File: src/pkg/ssl_pkg.sv
// ssl_pkg: constants shared by the synthesizer serial load and divider.
// assumes one clock domain; field positions inside latches are local picks.
package ssl_pkg;
  // ---------------------------------------------------------------
  // serial word
  // ---------------------------------------------------------------
  localparam int WORD_W = 24;
  localparam int SEL_LO = 0;
  localparam int SEL_HI = 1;
  localparam logic [1:0] SEL_CTRL = 2'h0;
  localparam logic [1:0] SEL_RCNT = 2'h1;
  localparam logic [1:0] SEL_NCNT = 2'h2;
  localparam logic [1:0] SEL_TEST = 2'h3;
  localparam int SYNC_W = 3;

  // ---------------------------------------------------------------
  // control latch fields
  // ---------------------------------------------------------------
  localparam int MUX_LSB = 5;
  localparam int MUX_W = 2;
  localparam int PD_LSB = 20;
  localparam int PD_W = 2;
  localparam int PRE_LSB = 22;
  localparam int PRE_W = 2;
  localparam logic [1:0] MUX_LOCK = 2'h0;
  localparam logic [1:0] MUX_FB = 2'h1;
  localparam logic [1:0] MUX_REF = 2'h2;
  localparam logic [1:0] PRE_8 = 2'h0;
  localparam logic [1:0] PRE_16 = 2'h1;

  // ---------------------------------------------------------------
  // counter latch fields
  // ---------------------------------------------------------------
  localparam int A_LSB = 2;
  localparam int A_W = 5;
  localparam int B_LSB = 8;
  localparam int B_W = 13;
  localparam int R_LSB = 2;
  localparam int R_W = 14;

  // ---------------------------------------------------------------
  // prescaler core and reset values
  // ---------------------------------------------------------------
  localparam logic [2:0] CORE_LO_LAST = 3'h3;
  localparam logic [2:0] CORE_HI_LAST = 3'h4;
  localparam logic [WORD_W-1:0] LATCH_RST = 24'h000000;
endpackage

File: src/hdl/ssl_serial_synth.sv
// ssl_serial_synth: three-wire serial load port, latch bank, power-down
// control, dual-modulus feedback divider, reference divider and mux pin.
// assumes serial pins and chip enable are asynchronous to ref_clk_i, while
// rf_tick_i, ref_tick_i and lock_i are single-cycle or level signals from
// logic on ref_clk_i; the serial clock must stay well under ref_clk_i / 6.
`timescale 1ns/1ps
`default_nettype none

// Operation
// - each serial clock rise shifts valid data into the 24-bit register.
// - a load strobe rise copies the word into exactly one of four latches.
// - select 00 control, 01 reference, 10 feedback, 11 test latch.
// - the mux output pin shows lock, divided feedback or divided reference.
// - chip enable low powers down and three-states the charge pump output.
// - chip enable high powers up only if the power-down bits allow it.
// - power-down disconnects the reference input and closes the shunt.
// - the prescaler divides by 8/9, 16/17 or 32/33 as programmed.
// - the prescaler extends a synchronous 4/5 core to the chosen modulus.
// - feedback division is B times P plus A, A steering the modulus.
// - B is a 13-bit counter for 3 to 8191, A a 5-bit counter for 0 to 31.
module ssl_serial_synth (
  // clock and reset
  input wire logic ref_clk_i,
  input wire logic arst_n_i,
  // serial programming pins
  input wire logic ser_clk_i,
  input wire logic ser_data_i,
  input wire logic load_strobe_i,
  input wire logic chip_enable_i,
  // internal event sources
  input wire logic rf_tick_i,
  input wire logic ref_tick_i,
  input wire logic lock_i,
  // pins and status
  output logic mux_output_pin_o,
  output logic charge_pump_output_oe_o,
  output logic ref_input_conn_o,
  output logic ref_shunt_switch_o,
  output logic powered_down_o,
  output logic fb_div_o,
  // latch contents
  output logic [ssl_pkg::WORD_W-1:0] ctrl_latch_o,
  output logic [ssl_pkg::WORD_W-1:0] rcnt_latch_o,
  output logic [ssl_pkg::WORD_W-1:0] ncnt_latch_o,
  output logic [ssl_pkg::WORD_W-1:0] test_latch_o
);

  // ---------------------------------------------------------------
  // state
  // ---------------------------------------------------------------
  typedef struct packed {
    logic [ssl_pkg::SYNC_W-1:0] sclk_sy;
    logic [ssl_pkg::SYNC_W-1:0] sdat_sy;
    logic [ssl_pkg::SYNC_W-1:0] le_sy;
    logic [ssl_pkg::SYNC_W-1:0] ce_sy;
    logic sclk_lvl;
    logic le_lvl;
    logic ce_lvl;
    logic [ssl_pkg::WORD_W-1:0] sreg;
    logic [ssl_pkg::WORD_W-1:0] ctrl;
    logic [ssl_pkg::WORD_W-1:0] rlat;
    logic [ssl_pkg::WORD_W-1:0] nlat;
    logic [ssl_pkg::WORD_W-1:0] tlat;
    logic [2:0] core_cnt;
    logic [2:0] ext_cnt;
    logic [ssl_pkg::A_W-1:0] a_cnt;
    logic [ssl_pkg::B_W-1:0] b_cnt;
    logic fb_div;
    logic [ssl_pkg::R_W-1:0] r_cnt;
    logic ref_div;
    logic mux;
    logic pd;
  } ssl_state_t;

  ssl_state_t st_r;
  ssl_state_t st_nxt;

  // ---------------------------------------------------------------
  // helpers
  // ---------------------------------------------------------------
  // filtered level follows the pin only when stages two and three agree
  function automatic logic ssl_filt(input logic [2:0] sy, input logic lvl);
    ssl_filt = (sy[1] == sy[2]) ? sy[2] : lvl;
  endfunction

  // core cycles per prescaler output, minus one: P/4 - 1
  function automatic logic [2:0] ssl_ext_last(input logic [1:0] pre);
    unique case (pre)
      ssl_pkg::PRE_8: ssl_ext_last = 3'h1;
      ssl_pkg::PRE_16: ssl_ext_last = 3'h3;
      default: ssl_ext_last = 3'h7;
    endcase
  endfunction

  logic sclk_f;
  logic le_f;
  logic [1:0] pre_sel;
  logic [1:0] pd_bits;
  logic [1:0] mux_sel;
  logic [2:0] ext_last;
  logic mod_hi;
  logic core_last;
  logic pre_out;

  assign pre_sel = st_r.ctrl[ssl_pkg::PRE_LSB +: ssl_pkg::PRE_W];
  assign pd_bits = st_r.ctrl[ssl_pkg::PD_LSB +: ssl_pkg::PD_W];
  assign mux_sel = st_r.ctrl[ssl_pkg::MUX_LSB +: ssl_pkg::MUX_W];
  assign ext_last = ssl_ext_last(pre_sel);
  // the extra core count is spent in the last core cycle of an output
  assign mod_hi = (st_r.a_cnt != '0) && (st_r.ext_cnt == ext_last);
  assign core_last = st_r.core_cnt ==
    (mod_hi ? ssl_pkg::CORE_HI_LAST : ssl_pkg::CORE_LO_LAST);
  assign pre_out = rf_tick_i && !st_r.pd && core_last
    && (st_r.ext_cnt == ext_last);

  // ---------------------------------------------------------------
  // next state
  // ---------------------------------------------------------------
  always_comb begin
    st_nxt = st_r;
    sclk_f = ssl_filt(st_r.sclk_sy, st_r.sclk_lvl);
    le_f = ssl_filt(st_r.le_sy, st_r.le_lvl);

    // pins pass three flops; stage one feeds only stage two
    st_nxt.sclk_sy = {st_r.sclk_sy[1:0], ser_clk_i};
    st_nxt.sdat_sy = {st_r.sdat_sy[1:0], ser_data_i};
    st_nxt.le_sy = {st_r.le_sy[1:0], load_strobe_i};
    st_nxt.ce_sy = {st_r.ce_sy[1:0], chip_enable_i};
    st_nxt.sclk_lvl = sclk_f;
    st_nxt.le_lvl = le_f;
    st_nxt.ce_lvl = ssl_filt(st_r.ce_sy, st_r.ce_lvl);

    // data seen with the same latency as the clock edge; the oldest bit
    // falls off the top, so only the newest 24 stay
    if (sclk_f && !st_r.sclk_lvl) begin
      st_nxt.sreg = {st_r.sreg[ssl_pkg::WORD_W-2:0], st_r.sdat_sy[2]};
    end

    if (le_f && !st_r.le_lvl) begin
      unique case (st_r.sreg[ssl_pkg::SEL_HI:ssl_pkg::SEL_LO])
        ssl_pkg::SEL_CTRL: st_nxt.ctrl = st_r.sreg;
        ssl_pkg::SEL_RCNT: st_nxt.rlat = st_r.sreg;
        ssl_pkg::SEL_NCNT: st_nxt.nlat = st_r.sreg;
        ssl_pkg::SEL_TEST: st_nxt.tlat = st_r.sreg;
      endcase
    end

    // any nonzero power-down field overrides chip enable high
    st_nxt.pd = !st_r.ce_lvl || (pd_bits != '0);

    // dual-modulus prescaler
    if (rf_tick_i && !st_r.pd) begin
      if (core_last) begin
        st_nxt.core_cnt = '0;
        st_nxt.ext_cnt = (st_r.ext_cnt == ext_last) ? 3'h0
          : st_r.ext_cnt + 3'h1;
      end else begin
        st_nxt.core_cnt = st_r.core_cnt + 3'h1;
      end
    end

    // swallow and main counters; reload on the B terminal count
    if (pre_out) begin
      if (st_r.b_cnt <= 13'h0001) begin
        st_nxt.b_cnt = st_r.nlat[ssl_pkg::B_LSB +: ssl_pkg::B_W];
        st_nxt.a_cnt = st_r.nlat[ssl_pkg::A_LSB +: ssl_pkg::A_W];
        st_nxt.fb_div = !st_r.fb_div;
      end else begin
        st_nxt.b_cnt = st_r.b_cnt - 13'h0001;
        if (st_r.a_cnt != '0) begin
          st_nxt.a_cnt = st_r.a_cnt - 5'h01;
        end
      end
    end

    // reference divider feeds the mux only
    if (ref_tick_i && !st_r.pd) begin
      if (st_r.r_cnt <= 14'h0001) begin
        st_nxt.r_cnt = st_r.rlat[ssl_pkg::R_LSB +: ssl_pkg::R_W];
        st_nxt.ref_div = !st_r.ref_div;
      end else begin
        st_nxt.r_cnt = st_r.r_cnt - 14'h0001;
      end
    end

    unique case (mux_sel)
      ssl_pkg::MUX_LOCK: st_nxt.mux = lock_i;
      ssl_pkg::MUX_FB: st_nxt.mux = st_r.fb_div;
      ssl_pkg::MUX_REF: st_nxt.mux = st_r.ref_div;
      default: st_nxt.mux = 1'b0;
    endcase
  end

  // ---------------------------------------------------------------
  // registers
  // ---------------------------------------------------------------
  always_ff @(posedge ref_clk_i or negedge arst_n_i) begin
    if (!arst_n_i) begin
      st_r <= '0;
      st_r.ctrl <= ssl_pkg::LATCH_RST;
      st_r.rlat <= ssl_pkg::LATCH_RST;
      st_r.nlat <= ssl_pkg::LATCH_RST;
      st_r.tlat <= ssl_pkg::LATCH_RST;
      st_r.pd <= 1'b1;
    end else begin
      st_r <= st_nxt;
    end
  end

  // ---------------------------------------------------------------
  // outputs, all straight from flops
  // ---------------------------------------------------------------
  assign mux_output_pin_o = st_r.mux;
  assign charge_pump_output_oe_o = !st_r.pd;
  assign ref_input_conn_o = !st_r.pd;
  assign ref_shunt_switch_o = st_r.pd;
  assign powered_down_o = st_r.pd;
  assign fb_div_o = st_r.fb_div;
  assign ctrl_latch_o = st_r.ctrl;
  assign rcnt_latch_o = st_r.rlat;
  assign ncnt_latch_o = st_r.nlat;
  assign test_latch_o = st_r.tlat;

endmodule
`default_nettype wire

File: config.mk
export PLATFORM = sky130hd
export DESIGN_NAME = ssl_serial_synth
export DESIGN_NICKNAME = d
export VERILOG_FILES = /design/src/pkg/ssl_pkg.sv /design/src/hdl/ssl_serial_synth.sv
export SDC_FILE = /design/constraint.sdc
export NUM_CORES = 1
export LEC_CHECK = 0
export BUFFER_PORTS_ARGS = -buffer_cell sky130_fd_sc_hd__buf_2
export CORE_ASPECT_RATIO = 1.5
export CORE_MARGIN = 2
export CORE_UTILIZATION = 43
export DETAILED_ROUTE_END_ITERATION = 8
export MAX_ROUTING_LAYER = met4
export PLACE_DENSITY = 0.62
export SETUP_SLACK_MARGIN = 0.5
export SLEW_MARGIN = 25
export SYNTH_ARGS = -nofsm -noshare
export SYNTH_HDL_FRONTEND = slang
export SYNTH_SLANG_ARGS = --single-unit
export TNS_END_PERCENT = 50
File: constraint.sdc
create_clock -name ref_clk_i -period 5.6 [get_ports ref_clk_i]
set_clock_uncertainty 0.05 [all_clocks]
set_input_delay 1.12 -clock ref_clk_i [delete_from_list [all_inputs] [get_ports ref_clk_i]]
set_output_delay 1.12 -clock ref_clk_i [all_outputs]
set_load 0.02 [all_outputs]
Word-level counts from Yosys, hierarchy flattened --
Cells that the tools add are included.
Word-level totals: flip-flop bits (word level) 177, bits of input ports 9, output and inout port bits 102, logic and storage cells 77
Cells by class: add/sub/neg operators 5, $lt $le $gt $ge 2, equality and inequality tests 11, multiplexer cells 10, reduce and logical (&&, ||, !) cells 28
Operators by type and width (number):
- $mux W18 | 1
- $reduce_and A2 Y1 | 8
- $le A14 B1 Y1 const B | 1
- $mux W14 | 1
- $sub A14 B1 Y14 const B | 1
- $le A13 B1 Y1 const B | 1
- $sub A13 B1 Y13 const B | 1
- $mux W3 | 3
- $logic_and A1 B1 Y1 | 7
- $add A3 B1 Y3 const B | 2
- $eq A2 B1 Y1 const B | 3
- $eq A2 B2 Y1 const B | 3
- $eq A3 B3 Y1 | 2
- $logic_not A1 Y1 | 6
- $logic_not A2 Y1 | 3
- $pmux W3 S2 | 1
- $mux W5 | 1
- $reduce_bool A5 Y1 | 1
- $sub A5 B1 Y5 const B | 1
- $reduce_bool A2 Y1 | 2
- $eq A1 B1 Y1 | 3
- $pmux W1 S3 | 1
- $mux W1 | 2
- $logic_or A1 B1 Y1 | 1

Logic depth before layout (Yosys ltp) --
word-level depth 9, mapped depth 8, mapped depth without buffers 7

Worst setup path before layout --
Ideal clock, no wire load.
path kind flip-flop to flip-flop, start register st_r[31] (netlist bit), end register st_r[38] (netlist bit), setup time 0.078 ns, arrival time 2.200 ns, data required time 5.472 ns, path slack 3.272 ns, cell stages (with the launch flop) 8, path buffers 0, period minus slack after synthesis 2.328 ns, path through dfrtp_1 -> inv_1 -> ha_1 -> nor4b_1 -> mux2_2 -> and3_1 -> a2111oi_0 -> o21bai_1
Between the ends: cells in the longest elaborated chain, start to end 5
RTL lines:
- start: declaration | RTL line ssl_serial_synth.sv:75 | ssl_state_t st_r;
- start signal: assignment | RTL line ssl_serial_synth.sv:206 | st_r <= st_nxt;
- $reduce_bool A5 Y1 | RTL line ssl_serial_synth.sv:110 | assign mod_hi = (st_r.a_cnt != '0) && (st_r.ext_cnt == ext_last);
- $logic_and A1 B1 Y1 | RTL line ssl_serial_synth.sv:110
- $mux W3 | RTL line ssl_serial_synth.sv:112 | (mod_hi ? ssl_pkg::CORE_HI_LAST : ssl_pkg::CORE_LO_LAST);
- $eq A3 B3 Y1 | RTL line ssl_serial_synth.sv:111 | assign core_last = st_r.core_cnt ==
- $reduce_and A2 Y1 (no line)
Every way passes these cells. A chain may end at the register's enable or synchronous reset.

Worst setup path after layout --
Ends and elaborated chain as after synthesis.

==> summary.md <==
| Metric | Value |
|---|---|
| Result of the run | `complete, no violations` |
| Hpwl dp | `between 10000 and 15000 um` |
| Fin. Hold Viols | `0` |
| Setup Buffers After CTS | `0` |
| FF+latch count, synth | `177` |
| Slew @ Worst Pin | `just over 0.9 ns` |
| Final nets | `between 600 and 700` |
| Fillers | `approximately 1700` |
| DR pass1 iterations | `4` |
| Routed Antenna Nets | `0` |
| Grt ovf | `0` |
| Vias per cell | `5.31` |
| Die H | `172 um` |
| Area Overhead vs Synth | `8.76%` |
| R2R setup slack | `between 2 and 3 ns` |
| Synth Area in Simple Gates | `approximately 8%` |
| Seq/Total Area, Yosys | `a little over half` |
| # DRC | `0` |
| Fmax | `326 MHz` |
| Diode count | `0` |
| Placer Congestion | `0.875` |
| Reg area | `between 4000 and 5000 sq um` |
| Compound-Gate Fraction of Synth Area | `under 10%` |
| CTS clk-pin slew, worst paths | `approximately 0.070 ns` |
| Synth cell types | `54` |
| Hold Crit Class | `flop to flop` |
| Port Buffer Count | `110` |
| Resize count post-CTS | `0` |
| Synth async-reset ratio | `100%` |
| Multi-input gate area in the final layout | `about 2800 sq um` |
| Mux contribution to synthesized area | `around 16%` |
| Die Footprint | `between 15000 and 20000 sq um` |
| Initial DRC Count | `about 250` |
| Pwr/cell area | `a little over 400 nW/um^2` |
| RSZ-0062 raised after global routing | `no` |
| Syn Std Cell Area | `8070 sq um` |
| Wirelength per Cell | `around 18 um` |
| HP Start | `st_nxt[175]$_DFF_PN0_` |
| CP endpoint kind | `flop` |
| GRT Total Usage | `between 10% and 20%` |
| Ys Warns | `0` |
| Tmin final | `3.07 ns` |
| H-tree depth | `4` |
| Share of cells above drive strength 1 | `a little over 40%` |
| CP Launch Type | `flop` |
| Starting Density | `43.7%` |
| Dominant synthesized flop cell | `dfrtp_1` |
| Final setup viols | `0` |
| Mapped Nets | `roughly 670` |
| MaxCap Viol Count | `0` |
| Final Cycle Share | `a little over half` |
| Max-slew violations | `0` |
| CTS root buf | `clkbuf_16` |
| Total power | `approximately 3.5 mW` |
| Leak pwr | `approximately 4.4 nW` |
| Most common cell after layout, fill and taps aside | `dfrtp_1` |
| Setup_tns | `0 ns` |
| Clk sinks | `177` |
| Pin count of the biggest net entering global routing | `104` |
| Worst VDD drop | `~0.00019 V` |
| Synth Instances | `656` |
| Initial antenna violation count | `0` |
| Adder-cell area share of the yosys netlist | `under 10%` |
| Avg Cell Area, Syn | `roughly 12 sq um` |
| Largest family of logic cells by synthesized area | `multiplexers` |
| Hold Crit Endpoint | `st_nxt[176]$_DFF_PN0_` |
| Row count | `between 60 and 70` |
| WHS Path Cells | `0` |
| R2R Path End | `st_r[38]$_DFFE_PN0P_` |
| XOR/XNOR Fraction of Synth Area | `0.543%` |
| Hold_buf cts | `0` |
| Die Width | `~120 um` |
| # IOs | `111` |
| Global-route wire length before repair | `roughly 27000 um` |
| Worst R2R Path Depth | `7` |
| CTS Buf Count | `17` |
| DR vias | `between 4000 and 5000` |
| Critical-path maximum fanout | `22` |
| Core region area | `about 18000 sq um` |
| WP data arrival | `roughly 3.4 ns` |
| Relative slew margins | `a little under two fifths` |
| Clock Latency Late Sink | `0.43 ns` |
| Routed Wire Length | `17100 um` |
| Number of global-route vias before repair | `slightly below 5000` |
| Worst reg2reg path startpoint | `st_r[31]$_DFFE_PN0P_` |
| WS Path Type | `flop to flop` |
| CTS tree | `yes` |
| Most frequent cells in the layout | `dfrtp_1, mux2_2, buf_2, nand2_1, o21ai_0` |
| Required time of the worst setup path | `between 5 and 6 ns` |
| Clock buffer depth | `2` |
| Post-synth EDFFs | `0` |
-- cells in the mapped netlist, types with 3 or more instances --
cell	number	area, sq um
o22ai_1	5	31.3
o2bb2ai_1	7	61.3
or3_1	4	25.0
o21ai_0	24	120
nor3b_1	3	22.5
or2_2	5	31.3
xor2_1	3	26.3
a21o_1	3	22.5
nor2_1	16	60.1
a21oi_1	16	80.1
nor2b_1	5	31.3
mux2_2	114	1280
nand3_1	12	60.1
ha_1	8	100
clkbuf_1	16	60.1
a221o_1	3	30.0
nand3b_1	3	22.5
dfrtp_1	176	4400
a22oi_1	4	30.0
o311ai_0	3	26.3
nor4_1	6	37.5
maj3_1	3	30.0
nor3_1	11	55.1
and2_1	5	31.3
inv_1	18	67.6
buf_2	3	15.0
nand2_1	30	113
o31ai_1	5	37.5
nand2b_1	4	25.0
buf_4	98	736
a2bb2oi_1	11	96.3
or4_4	3	33.8
nand4_1	3	18.8
-- through the flow --
step	worst slack [ns]	instances	area (sq um)	hold slack [ns]	utilization [%]
2_1_floorplan	3.27	656	8070	0.281	-
3_3_place_gp	2.64	905	8170	0.282	44.2
3_5_place_dp	2.51	905	8180	0.285	44.3
4_1_cts	2.51	937	8770	0.301	47.5
5_1_grt	2.32	937	8770	0.304	47.5
6_report	2.53	937	8770	0.299	47.5
-- layout make-up --
cell class                      instances  share of cell area (%)
Timing Repair Buffer                  116                    6.89
Clock inverter                         14                    1.91
Tap cell                              252                    3.59
Sequential cell                       177                    50.5
Clock buffer                           18                    4.89
Inverter                               18                   0.770
Multi-Input combinational cell        342                    31.5
-- registers in the layout, summed over array words and instances, names as in the netlist --
| register | cells |
|---|---|
| st_nxt | 8 |
| rcnt_latch_o | 24 |
| mux_output_pin_o | 1 |
| powered_down_o | 1 |
| ctrl_latch_o | 24 |
| st_r | 70 |
| ncnt_latch_o | 24 |
| test_latch_o | 24 |
| fb_div_o | 1 |
-- worst max path at each step --
stage                          from                    to  cells after the start
6_report       st_r[31]$_DFFE_PN0P_  st_r[38]$_DFFE_PN0P_                      7
5_1_grt        st_r[31]$_DFFE_PN0P_  st_r[38]$_DFFE_PN0P_                      7
4_1_cts        st_r[31]$_DFFE_PN0P_  st_r[33]$_DFFE_PN0P_                      7
3_5_place_dp   st_r[31]$_DFFE_PN0P_  st_r[33]$_DFFE_PN0P_                      7
3_3_place_gp             ref_tick_i  st_r[15]$_DFFE_PN0P_                      6
2_1_floorplan  st_r[31]$_DFFE_PN0P_  st_r[38]$_DFFE_PN0P_                      7
-- report_power, final --
part | switching (mW) | internal (mW) | total [mW]
clock network | 0.566 | 0.601 | 1.17
registers | 0.222 | 1.48 | 1.70
logic | 0.382 | 0.291 | 0.673
-- critical path: stages, from the launching register on --
cell and delay, ns:
dfrtp_1 0.41, inv_1 0.10, ha_1 0.17, nor4b_1 0.75, mux2_2 0.43, and3_1 0.46, a2111oi_0 0.46, o21bai_1 0.16
-- metal layers --
metal / vias to the layer above / GRT usage, % / routed length, um
met5: - / - / 0
met4: 0 / 6.31 / 373
met3: 26 / 3.74 / 817
met2: 129 / 29.4 / 8730
met1: 2568 / 23.4 / 7210
li1: 2254 / - / -
-- kinds of logic after synthesis --
| group | count (synthesis) |
|---|---|
| compound gates | 92 |
| xor+xnor | 5 |
| fa+ha+maj | 11 |
| buf+inv | 137 |
| flops | 177 |
| mux | 116 |
| simple gates | 118 |
No activity file was read; power rests on OpenSTA's default activity.
